$ cat config.mk
export PLATFORM = sky130hd
export DESIGN_NAME = psof_exchange
export DESIGN_NICKNAME = d
export VERILOG_FILES = /design/src/hdl/psof_exchange.v /design/src/hdl/psof_timer.v
export VERILOG_INCLUDE_DIRS = /design/src /design/src/hdl
export SDC_FILE = /design/constraint.sdc
export NUM_CORES = 1
export LEC_CHECK = 0
export BUFFER_PORTS_ARGS = -buffer_cell sky130_fd_sc_hd__buf_2
export CAP_MARGIN = 20
export CORE_MARGIN = 2
export CORE_UTILIZATION = 44
export DETAILED_ROUTE_END_ITERATION = 16
export PLACE_DENSITY = 0.63
export REMOVE_ABC_BUFFERS = 1
export SYNTH_ARGS = -nofsm -noshare
export SYNTH_HDL_FRONTEND = slang
export SYNTH_SLANG_ARGS = --single-unit
$ cat constraint.sdc
create_clock -name clk -period 4 [get_ports clk]
set_input_delay 0.2 -clock clk [delete_from_list [all_inputs] [get_ports clk]]
set_output_delay 0.2 -clock clk [all_outputs]
set_load 0.1 [all_outputs]
$ cat src/hdl/psof_defines.vh
// Purpose: Constants for the exchange-side protection switch-over engine
// Assumes: 50 MHz system clock
// Notes: Message and primitive codes are local encodings
`ifndef PSOF_DEFINES_VH
`define PSOF_DEFINES_VH

// Message type codes on the link side
`define PSOF_MSG_W 3
`define PSOF_MSG_NONE 3'h0
`define PSOF_MSG_COM 3'h1
`define PSOF_MSG_OS_COM 3'h2
`define PSOF_MSG_REQ 3'h3
`define PSOF_MSG_ACK 3'h4
`define PSOF_MSG_REJECT 3'h5

// Indication codes towards management
`define PSOF_IND_W 3
`define PSOF_IND_NONE 3'h0
`define PSOF_IND_REQ 3'h1
`define PSOF_IND_ACK 3'h2
`define PSOF_IND_REJECT 3'h3
`define PSOF_IND_ERROR 3'h4
`define PSOF_IND_REFUSED 3'h5

// Protection group allowed for pre-empting switch-over
`define PSOF_OS_GROUP 2'h2

// Timer durations in milliseconds, and clock rate
`define PSOF_CLK_HZ 50000000
`define PSOF_STD_TIMER_MS 1500
`define PSOF_OS_TIMER_MS 1500
// Timer loads in clock cycles, 1500 ms at the clock rate above
`define PSOF_STD_TIMER_CYC 27'h47868C0
`define PSOF_OS_TIMER_CYC 27'h47868C0

`endif

$ cat src/hdl/psof_exchange.v
// Purpose: Exchange-side protection switch-over protocol engine
// Assumes: Far end answers with well-formed ACK, REJECT or REQ messages
// Notes: Messages and primitives are one-cycle strobes with codes
// Contract
// RULE_01: Idle or peer-requested, operator command sends OS COM, starts timer, initiated.
// RULE_02: Operator pre-empting switch-over used only for protection group two.
// RULE_03: Operator command carries logical channel and target physical channel.
// RULE_04: Access side idle on OS COM enters initiated, tells management.
// RULE_05: Access management acknowledge makes access side send ACK, go idle.
// RULE_06: Initiated state ACK signals acknowledge, stops operator timer, idle.
// RULE_07: Initiated state discards REQ and keeps its switch-over going.
// RULE_08: Access management reject makes access side send REJECT with cause.
// RULE_09: Access side never rejects OS COM for occupied target channel.
// RULE_10: REJECT during operator procedure signals reject, stops timer, idle.
// RULE_11: First operator timer expiry resends OS COM and restarts timer.
// RULE_12: Second operator timer expiry signals error and returns idle.
// RULE_13: Idle state ACK still passed to management as acknowledge.
// RULE_14: Idle state REJECT still passed to management as reject.
// RULE_15: Operator timer expiry outside initiated state does nothing.
// RULE_16: Access side idle on request primitive sends REQ, starts timer.
// RULE_17: Operator request may name standby channel; autonomous request names none.
// RULE_18: No preference means link and time slot fields all zero.
// RULE_19: Idle on REQ enters peer-requested and passes request to management.
// RULE_20: Granted request sends COM, enters initiated, starts standard timer.
// RULE_21: Access requested state on any command enters initiated, stops timer.
// RULE_22: After grant, ACK signals acknowledge, stops standard timer, idle.
// RULE_23: Timer durations configurable; expiry counter set on retry, cleared on stop.
`timescale 1ns/100ps
`include "psof_defines.vh"

module psof_exchange #(
    parameter LCH_W = 16,
    parameter PCH_W = 13,
    parameter CNT_W = 27,
    parameter [26:0] STD_TIMER_CYC = `PSOF_STD_TIMER_CYC,
    parameter [26:0] OS_TIMER_CYC = `PSOF_OS_TIMER_CYC
) (
    // Clock and reset
    input wire clk,
    input wire nrst,
    // Management primitives in
    input wire mgmt_os_com,
    input wire mgmt_com,
    input wire mgmt_reject,
    input wire [1:0] mgmt_group,
    input wire [LCH_W-1:0] mgmt_lch,
    input wire [PCH_W-1:0] mgmt_pch,
    // Management indications out
    output reg ind_valid_q,
    output reg [`PSOF_IND_W-1:0] ind_code_q,
    output reg [2:0] state_q,
    // Messages received from the access side
    input wire rx_valid,
    input wire [`PSOF_MSG_W-1:0] rx_type,
    // Messages sent to the access side
    output reg tx_valid_q,
    output reg [`PSOF_MSG_W-1:0] tx_type_q,
    output reg [LCH_W-1:0] tx_lch_q,
    output reg [PCH_W-1:0] tx_pch_q
);

// ----------------------------------------
// States
// ----------------------------------------
localparam [2:0] EXCHANGE_IDLE_STATE = 3'h1;
localparam [2:0] EXCHANGE_INITIATED_STATE = 3'h2;
localparam [2:0] EXCHANGE_PEER_REQUESTED_STATE = 3'h4;

reg os_proc_q;
reg std_start, std_stop, os_start, os_stop;
wire std_exp, std_once;
wire os_exp, os_once;

// ----------------------------------------
// Timers
// ----------------------------------------
// RULE_23: configurable durations
psof_timer #(.CNT_W(CNT_W), .LOAD(STD_TIMER_CYC)) u_standard_command_timer (
    .clk(clk),
    .nrst(nrst),
    .start(std_start),
    .stop(std_stop),
    .running_q(),
    .expire_q(std_exp),
    .expired_once_q(std_once)
);

psof_timer #(.CNT_W(CNT_W), .LOAD(OS_TIMER_CYC)) u_operator_command_timer (
    .clk(clk),
    .nrst(nrst),
    .start(os_start),
    .stop(os_stop),
    .running_q(),
    .expire_q(os_exp),
    .expired_once_q(os_once)
);

wire rx_ack = rx_valid && rx_type == `PSOF_MSG_ACK;
wire rx_rej = rx_valid && rx_type == `PSOF_MSG_REJECT;
wire rx_req = rx_valid && rx_type == `PSOF_MSG_REQ;
wire idle_or_peer = state_q == EXCHANGE_IDLE_STATE || state_q == EXCHANGE_PEER_REQUESTED_STATE;
wire in_init = state_q == EXCHANGE_INITIATED_STATE;
wire cur_exp = os_proc_q ? os_exp : std_exp;
wire cur_once = os_proc_q ? os_once : std_once;

// ----------------------------------------
// Timer control
// ----------------------------------------
always @* begin
    std_start = 1'b0;
    std_stop = 1'b0;
    os_start = 1'b0;
    os_stop = 1'b0;
    if (idle_or_peer && mgmt_os_com && mgmt_group == `PSOF_OS_GROUP) begin
        // RULE_01: start operator timer
        os_start = 1'b1;
        std_stop = 1'b1;
    end else if (state_q == EXCHANGE_PEER_REQUESTED_STATE && mgmt_com && !mgmt_os_com) begin
        // RULE_20: start standard timer
        std_start = 1'b1;
    end else if (in_init && (rx_ack || rx_rej)) begin
        // RULE_06: stop running timer
        os_stop = os_proc_q;
        std_stop = !os_proc_q;
    end else if (in_init && cur_exp) begin
        // RULE_11: restart on first expiry
        os_start = os_proc_q && !cur_once;
        std_start = !os_proc_q && !cur_once;
        os_stop = os_proc_q && cur_once;
        std_stop = !os_proc_q && cur_once;
    end
end

// ----------------------------------------
// Protocol state machine
// ----------------------------------------
always @(posedge clk) begin
    if (!nrst) begin
        state_q <= EXCHANGE_IDLE_STATE;
        os_proc_q <= 1'b0;
        ind_valid_q <= 1'b0;
        ind_code_q <= `PSOF_IND_NONE;
        tx_valid_q <= 1'b0;
        tx_type_q <= `PSOF_MSG_NONE;
        tx_lch_q <= {LCH_W{1'b0}};
        tx_pch_q <= {PCH_W{1'b0}};
    end else begin
        ind_valid_q <= 1'b0;
        tx_valid_q <= 1'b0;
        case (state_q)
            EXCHANGE_IDLE_STATE, EXCHANGE_PEER_REQUESTED_STATE: begin
                if (mgmt_os_com) begin
                    // RULE_02: group two only
                    if (mgmt_group == `PSOF_OS_GROUP) begin
                        // RULE_01: send OS COM
                        // RULE_03: logical and target channel
                        tx_valid_q <= 1'b1;
                        tx_type_q <= `PSOF_MSG_OS_COM;
                        tx_lch_q <= mgmt_lch;
                        tx_pch_q <= mgmt_pch;
                        os_proc_q <= 1'b1;
                        state_q <= EXCHANGE_INITIATED_STATE;
                    end else begin
                        ind_valid_q <= 1'b1;
                        ind_code_q <= `PSOF_IND_REFUSED;
                    end
                end else if (state_q == EXCHANGE_PEER_REQUESTED_STATE && mgmt_com) begin
                    // RULE_20: grant with COM
                    tx_valid_q <= 1'b1;
                    tx_type_q <= `PSOF_MSG_COM;
                    tx_lch_q <= mgmt_lch;
                    tx_pch_q <= mgmt_pch;
                    os_proc_q <= 1'b0;
                    state_q <= EXCHANGE_INITIATED_STATE;
                end else if (state_q == EXCHANGE_PEER_REQUESTED_STATE && mgmt_reject) begin
                    // RULE_20: reject the request
                    tx_valid_q <= 1'b1;
                    tx_type_q <= `PSOF_MSG_REJECT;
                    tx_lch_q <= mgmt_lch;
                    tx_pch_q <= mgmt_pch;
                    state_q <= EXCHANGE_IDLE_STATE;
                end else if (state_q == EXCHANGE_IDLE_STATE && rx_req) begin
                    // RULE_19: enter peer-requested
                    ind_valid_q <= 1'b1;
                    ind_code_q <= `PSOF_IND_REQ;
                    state_q <= EXCHANGE_PEER_REQUESTED_STATE;
                end else if (state_q == EXCHANGE_IDLE_STATE && rx_ack) begin
                    // RULE_13: late ACK passed on
                    ind_valid_q <= 1'b1;
                    ind_code_q <= `PSOF_IND_ACK;
                end else if (state_q == EXCHANGE_IDLE_STATE && rx_rej) begin
                    // RULE_14: late REJECT passed on
                    ind_valid_q <= 1'b1;
                    ind_code_q <= `PSOF_IND_REJECT;
                end
                // RULE_15: stray expiry ignored
            end
            EXCHANGE_INITIATED_STATE: begin
                if (rx_ack) begin
                    // RULE_06: acknowledge and idle
                    // RULE_22: same for granted request
                    ind_valid_q <= 1'b1;
                    ind_code_q <= `PSOF_IND_ACK;
                    state_q <= EXCHANGE_IDLE_STATE;
                end else if (rx_rej) begin
                    // RULE_10: reject and idle
                    ind_valid_q <= 1'b1;
                    ind_code_q <= `PSOF_IND_REJECT;
                    state_q <= EXCHANGE_IDLE_STATE;
                end else if (cur_exp && !cur_once) begin
                    // RULE_11: resend command
                    tx_valid_q <= 1'b1;
                end else if (cur_exp) begin
                    // RULE_12: error and idle
                    ind_valid_q <= 1'b1;
                    ind_code_q <= `PSOF_IND_ERROR;
                    state_q <= EXCHANGE_IDLE_STATE;
                end
                // RULE_07: REQ discarded here
            end
            default: begin
                state_q <= EXCHANGE_IDLE_STATE;
            end
        endcase
    end
end

endmodule // psof_exchange

$ cat src/hdl/psof_timer.v
// Purpose: Retry timer with expiry counter for one command timer
// Assumes: start restarts the count, stop clears it
// Notes: expire pulses one cycle when the count runs out
`timescale 1ns/100ps

module psof_timer #(
    parameter CNT_W = 27,
    parameter [26:0] LOAD = 27'h4C4B400
) (
    // Clock and reset
    input wire clk,
    input wire nrst,
    // Control
    input wire start,
    input wire stop,
    // Status
    output reg running_q,
    output reg expire_q,
    output reg expired_once_q
);

reg [CNT_W-1:0] count_q;

always @(posedge clk) begin
    if (!nrst) begin
        running_q <= 1'b0;
        expire_q <= 1'b0;
        expired_once_q <= 1'b0;
        count_q <= {CNT_W{1'b0}};
    end else begin
        expire_q <= 1'b0;
        if (stop) begin
            // RULE_23: stop clears counter
            running_q <= 1'b0;
            expired_once_q <= 1'b0;
            count_q <= {CNT_W{1'b0}};
        end else if (start) begin
            running_q <= 1'b1;
            count_q <= LOAD[CNT_W-1:0];
            if (running_q && count_q == {{(CNT_W-1){1'b0}}, 1'b1})
                expire_q <= 1'b1;
            // RULE_23: first retransmission sets counter
            if (expire_q)
                expired_once_q <= 1'b1;
        end else if (running_q) begin
            if (count_q == {{(CNT_W-1){1'b0}}, 1'b1}) begin
                running_q <= 1'b0;
                expire_q <= 1'b1;
            end
            count_q <= count_q - {{(CNT_W-1){1'b0}}, 1'b1};
        end
    end
end

endmodule // psof_timer

======== After elaboration in Yosys (flattened, before gate mapping) ========
Cells that the tools add are included.
operators by class
  add/subtract/negate cells ............... 2
  eq/ne operators ......................... 18
  multiplexer cells ....................... 92
  bitwise gates (word level) .............. 1
  reduce and logical (&&, ||, !) cells .... 41
operators by type and width
  cell                     number
  $mux W27                 4
  $mux W3                  23
  $mux W16                 4
  $eq A27 B1 Y1 const B    2
  $sub A27 B1 Y27 const B  2
  $mux W1                  53
  $mux W13                 4
  $logic_and A1 B1 Y1      20
  $ne A3 B3 Y1 const B     4
  $pmux W3 S2              2
  $ne A5 B5 Y1 const B     2
  $eq A3 B3 Y1 const B     3
  $reduce_bool A2 Y1       4
  $reduce_and A7 Y1        1
  $eq A3 B2 Y1 const B     2
  $reduce_and A3 Y1        2
  $reduce_or A2 Y1         3
  $reduce_or A3 Y1         2
  $ne A4 B3 Y1 const B     1
  $ne A4 B4 Y1 const B     1
  $pmux W1 S2              2
  $reduce_and A2 Y1        2
  $reduce_and A4 Y1        1
  $eq A3 B1 Y1 const B     1
  6 further kinds          9
word-level totals
  flip-flop bits (word level) ............. 101
  bits of input ports ..................... 40
  output and inout bits ................... 40
  word-level logic and storage cells ...... 172

======== Longest topological paths before layout ========
  depth in word-level cells ............... 10
  mapped depth ............................ 8
  depth with buffers taken out ............ 7

======== By module ========
From an unflattened synthesis, not the netlist that was laid out.
second synthesis, totals
  cell total of the unflattened synthesis .. 551
  area total of the unflattened synthesis .. 4,690.7 um2
by module, submodules not included
  module                                  times used  cells each  area each (um2)  seq. area each (um2)
  psof_exchange                           1           224         1,831.8          820.8
  psof_timer at u_standard_command_timer  1           166         1,433.9          600.6
  psof_timer at u_operator_command_timer  1           161         1,425.1          600.6

======== Worst setup path before layout ========
No wires, ideal clock.
  kind .................................... register to register
  from .................................... reg state_q[1]
  to ...................................... reg u_operator_command_timer.count_q[0]
  setup time .............................. 117 ps
  arrival time ............................ 2,544 ps
  data required time ...................... 3,883 ps
  setup slack ............................. 1,338 ps
  cell stages (with the launch flop) ...... 7
  path buffers ............................ 2
  clock period less this slack ............ 2,662 ps
  path through ............................ dfxtp_1 -> buf_2 -> nor3b_1 -> nand2_1 -> o211ai_1 -> buf_2 -> nor2_1
on the way
  longest elaborated chain between the ends .. 7
  elaborated cells between the ends (all ways) .. 19
  classes of those cells .................. 3 x eq/ne; 8 x mux; 8 x reduce/logical
ends and longest elaborated chain
  what                            line                 text
  start: declaration              psof_exchange.v:51   output reg [2:0] state_q,
  start signal: assignment        psof_exchange.v:139  state_q <= EXCHANGE_IDLE_STATE;
  start signal: assignment        psof_exchange.v:162  state_q <= EXCHANGE_INITIATED_STATE;
  start signal: assignment        psof_exchange.v:174  state_q <= EXCHANGE_INITIATED_STATE;
  $eq A3 B2 Y1                    psof_exchange.v:102  wire in_init = state_q == EXCHANGE_INITIATED_STATE;
  $logic_and A1 B1 Y1             psof_exchange.v:125  end else if (in_init && cur_exp) begin
  $mux W1                         psof_exchange.v:125
  $mux W1                         psof_exchange.v:121  end else if (in_init && (rx_ack || rx_rej)) begin
  $mux W1                         psof_exchange.v:118  end else if (state_q == EXCHANGE_PEER_REQUESTED_STATE && mgmt_com && !mgmt_os_com) begin
  $mux W1                         psof_exchange.v:114  if (idle_or_peer && mgmt_os_com && mgmt_group == `PSOF_OS_GROUP) begin
  $reduce_or A3 Y1 (no line) (*)  --
  end signal: assignment          psof_timer.v:29      count_q <= {CNT_W{1'b0}};
  end signal: assignment          psof_timer.v:36      count_q <= {CNT_W{1'b0}};
  end signal: assignment          psof_timer.v:39      count_q <= LOAD[CNT_W-1:0];
  end: declaration                psof_timer.v:22      reg [CNT_W-1:0] count_q;
Mark *: on every way between the ends. The rest lies on a longest branch, timed or not.
A chain may end at the register's enable or synchronous reset.

======== Final worst setup path ========
  from .................................... reg state_q[1]
  to ...................................... reg ind_code_q[2]
on the way
  longest elaborated chain between the ends .. 8
  elaborated cells between the ends (all ways) .. 23
  classes of those cells .................. 9 x eq/ne; 6 x mux; 8 x reduce/logical
ends and longest elaborated chain
  what                    line                 text
  $eq A3 B1 Y1            --
  $logic_and A1 B1 Y1     psof_exchange.v:187  end else if (state_q == EXCHANGE_IDLE_STATE && rx_ack) begin
  $mux W3                 psof_exchange.v:187
  $mux W3                 psof_exchange.v:182  end else if (state_q == EXCHANGE_IDLE_STATE && rx_req) begin
  $mux W3                 psof_exchange.v:175  end else if (state_q == EXCHANGE_PEER_REQUESTED_STATE && mgmt_reject) begin
  $mux W3                 psof_exchange.v:167  end else if (state_q == EXCHANGE_PEER_REQUESTED_STATE && mgmt_com) begin
  $mux W3                 psof_exchange.v:152  if (mgmt_os_com) begin
  $pmux W3 S2             psof_exchange.v:150  case (state_q)
  end signal: assignment  psof_exchange.v:165  ind_code_q <= `PSOF_IND_REFUSED;
  end signal: assignment  psof_exchange.v:185  ind_code_q <= `PSOF_IND_REQ;
  end signal: assignment  psof_exchange.v:190  ind_code_q <= `PSOF_IND_ACK;
  end: declaration        psof_exchange.v:50   output reg [`PSOF_IND_W-1:0] ind_code_q,
Several ways; a longest one is shown, not always the timed one. The select of a mux whose other input is x is not followed.

==> reports/metrics.yaml <==
synth:
  synth-async-reset-ratio_pct: 0
  syn_area_sq_mm: 0.00449
  synth_edf_count: 0
  netlist_instances: 524
  ys_ff_latch: 101
  postSynthAreaPerCell_sq_um: 8.57
  synth_flop_cell: "dfxtp_1"
  ys_warn_count: 0
  synth.distinct_cells: 60
  yosysSeqAreaShare_pct: 45.0
layout:
  nNetsFinal: 633
  final_core_util_pct: 52.8
  area_delta_synth_final_pct: 15.3
  fillers: 953
  drive_gt1_share_pct: 19.0
  diodes: 0
floorplanning:
  start_util_pct: 45.7
  io_pins: 80
  dieArea_sq_mm: 0.0110
  die_w_microns: 105
  row_count: 36
  coreArea_sq_mm: 0.00982
  die_h_microns: 105
global_route:
  grt_max_degree: 67
  grt_usage_pct: 17.6
  grt_antenna_before_repair: 0
  grt_pass1_wl_mm: 16.0
  grt_pass1_vias: 3444
  overflow: 0
drt:
  vias: 3790
  drt_pass1_iterations: 4
  viasPerCell: 5.21
  wirelength_mm: 9.67
  drc: 0
  ant_nets: 0
  drt_iter0_drc: 100
  wl_per_cell_microns: 13.3
worst_setup_path:
  slowest_delay_ns: 0.68
  r2r-start: "state_q[1]$_SDFFE_PN0P_"
  crit_family: "simple AND/OR/NAND/NOR gates"
  r2r_cells: 5
  critPathKind: "flop to flop"
  cp_max_fo: 12
  cp.depth: 5
  reg2reg_to: "ind_code_q[2]$_SDFFE_PN0P_"
  reg2reg_slack_ns: 1.67
  worst_setup_path_start_kind: "flop"
  crit_path_end: "ind_code_q[2]$_SDFFE_PN0P_"
  worstPathArrival_ns: 2.58
  critPathCaptureType: "flop"
  path_cells: "nor3b_1, o2111ai_1, nand4_1, mux2i_1, nor2_1"
  worstPathRequired_ns: 4.25
  crit_buf_inv: 0
  slowest_stage: "nor3b_1"
  worstSetupStartpoint: "state_q[1]$_SDFFE_PN0P_"
run_status:
  run_status: "completed"
timing:
  grt_setup_unrepaired: "false"
  timing_hold_violations_final: 0
  setup_viol: 0
  finalSetupTns_ns: 0
  finalClockSkew_ns: 0.0146
  final.period_utilization_pct: 58.2
  tightest_slew_ns: 0.889
  maxSlewHeadroom_pct: 39.9
  max_clock_freq_ghz: 0.430
  drv_slew: 0
  min_period_ns: 2.33
power:
  vdd_drop_max_uv: 317
  p_per_area_mw_per_mm2: 576
  leakage_nw: 2.02
clock_network:
  clk_path_buf_depth: 2
  hold_buffers: 0
  cts_setup_buffers: 0
  cts.sinks: 101
  cts_buffers: 9
  cts_tree: "built"
  clk_latency_ns: 0.37
  htreeDepth: 3
  path_clk_slew_ns: 0.10
  postCtsResizedCells: 0
  cts_root_buffer: "clkbuf_8"
placed_design:
  place_congestion: 0.847
  numPortBuffers: 79
  hpwl_mm: 6.87
job:
  cap_violations: 0
min_path:
  hold_path_class: "input pin to flop"
-- tightest hold or removal path, delay by kind of cell --
family / cells / cell delay (ns)
buffers and inverters: 1 / 0.07
AO/OA/AOI/OAI: 1 / 0.06
AND/OR/NAND/NOR: 1 / 0.05
-- metrics by stage --
step | hold slack (ns) | setup WS, ns | cells | power, mW | area (sq um)
after floorplan | 0.271 | 0.324 | 494 | 2.11 | 4350
after global placement | 0.411 | 1.71 | 710 | 2.32 | 4950
after detailed placement | 0.420 | 1.53 | 710 | 2.33 | 4950
after CTS | 0.0233 | 1.52 | 726 | 3.00 | 5160
after global routing | 0.0263 | 1.42 | 727 | 3.14 | 5180
final | 0.0388 | 1.67 | 727 | 2.98 | 5180
-- kinds of logic (layout without fill, tap and decap cells) --
group | after synthesis | count (layout) | synth area share [%]
compound gates | 93 | 93 | 12.0
xor+xnor | 49 | 49 | 9.55
fa+ha+maj | 4 | 4 | 1.11
buf+inv | 41 | 111 | 3.98
flops | 101 | 101 | 45.0
mux | 1 | 1 | 0.223
simple gates | 235 | 235 | 28.1
-- power breakdown --
group / total (mW) / switching [mW] / internal (mW)
registers: 1.23 / 0.110 / 1.12
logic: 1.08 / 0.798 / 0.286
clock network: 0.665 / 0.365 / 0.300
total: 2.98 / 1.27 / 1.71
-- flip-flops by register name, indices dropped and copies added, names as in the netlist --
register	count
u_standard_command_timer.expire_q	1
tx_pch_q	13
tx_type_q	3
u_operator_command_timer.count_q	27
state_q	3
tx_valid_q	1
ind_valid_q	1
u_standard_command_timer.expired_once_q	1
u_standard_command_timer.count_q	27
u_operator_command_timer.running_q	1
u_operator_command_timer.expired_once_q	1
u_standard_command_timer.running_q	1
os_proc_q	1
ind_code_q	3
u_operator_command_timer.expire_q	1
tx_lch_q	16
-- worst min-delay path by stage --
stage / end / from / cells after the start
2_1_floorplan: state_q[0]$_SDFFE_PN1P_ / nrst / 1
3_3_place_gp: tx_lch_q[3]$_SDFFE_PN0P_ / mgmt_lch[3] / 3
3_5_place_dp: tx_lch_q[3]$_SDFFE_PN0P_ / mgmt_lch[3] / 3
4_1_cts: tx_lch_q[3]$_SDFFE_PN0P_ / mgmt_lch[3] / 3
5_1_grt: tx_lch_q[0]$_SDFFE_PN0P_ / mgmt_lch[0] / 3
6_report: tx_lch_q[3]$_SDFFE_PN0P_ / mgmt_lch[3] / 3
-- cell type report --
| cell class | count | area, sq um | area share (%) |
|---|---|---|---|
| clock inverter | 6 | 80.1 | 1.55 |
| sequential | 101 | 2020 | 39.0 |
| inverter | 11 | 41.3 | 0.797 |
| clock buffer | 10 | 128 | 2.46 |
| timing repair buffer | 84 | 445 | 8.60 |
| tap | 133 | 166 | 3.21 |
| multi-input combinational | 382 | 2300 | 44.4 |
-- synth_stat cells (3+ instances only) --
master    count  share of area (%)
ha_1          4                1.1
nor2_1       53                4.4
nand4b_1      6                1.2
or3_1         3               0.42
buf_2         5               0.56
a21oi_1      32                3.6
clkbuf_1     21                1.8
nor3b_1       4               0.67
or4_1         6                1.0
nor2b_1       7               0.97
o31ai_1       4               0.67
nor4_1        6               0.84
nand3b_1      5               0.84
nand3_1      47                5.2
nand4_1       6               0.84
and3_1        3               0.42
nand2_1      50                4.2
xnor2_1      22                4.3
o21ai_0      37                4.1
inv_1        11               0.92
dfxtp_1     101                 45
xor2_1       27                5.3
nand2b_1      3               0.42
o211ai_1      3               0.50
nor3_1       14                1.6
-- layout by cell type (no fill, tap or decap), types with 11 or more instances in the layout --
master	netlist	routed
dfxtp_1	101	101
buf_2	5	79
nor2_1	53	52
nand2_1	50	50
nand3_1	47	47
o21ai_0	37	37
a21oi_1	32	32
xor2_1	27	27
xnor2_1	22	22
nor3_1	14	14
inv_1	11	11
-- per-layer routing --
layer	wire length, microns	vias up	GRT usage, %
met3	391	8	4.68
li1	-	1953	-
met5	0	-	0
met2	4650	67	29.1
met1	4510	1762	22.7
met4	121	0	4.57
No activity file was read; power rests on OpenSTA's default activity.
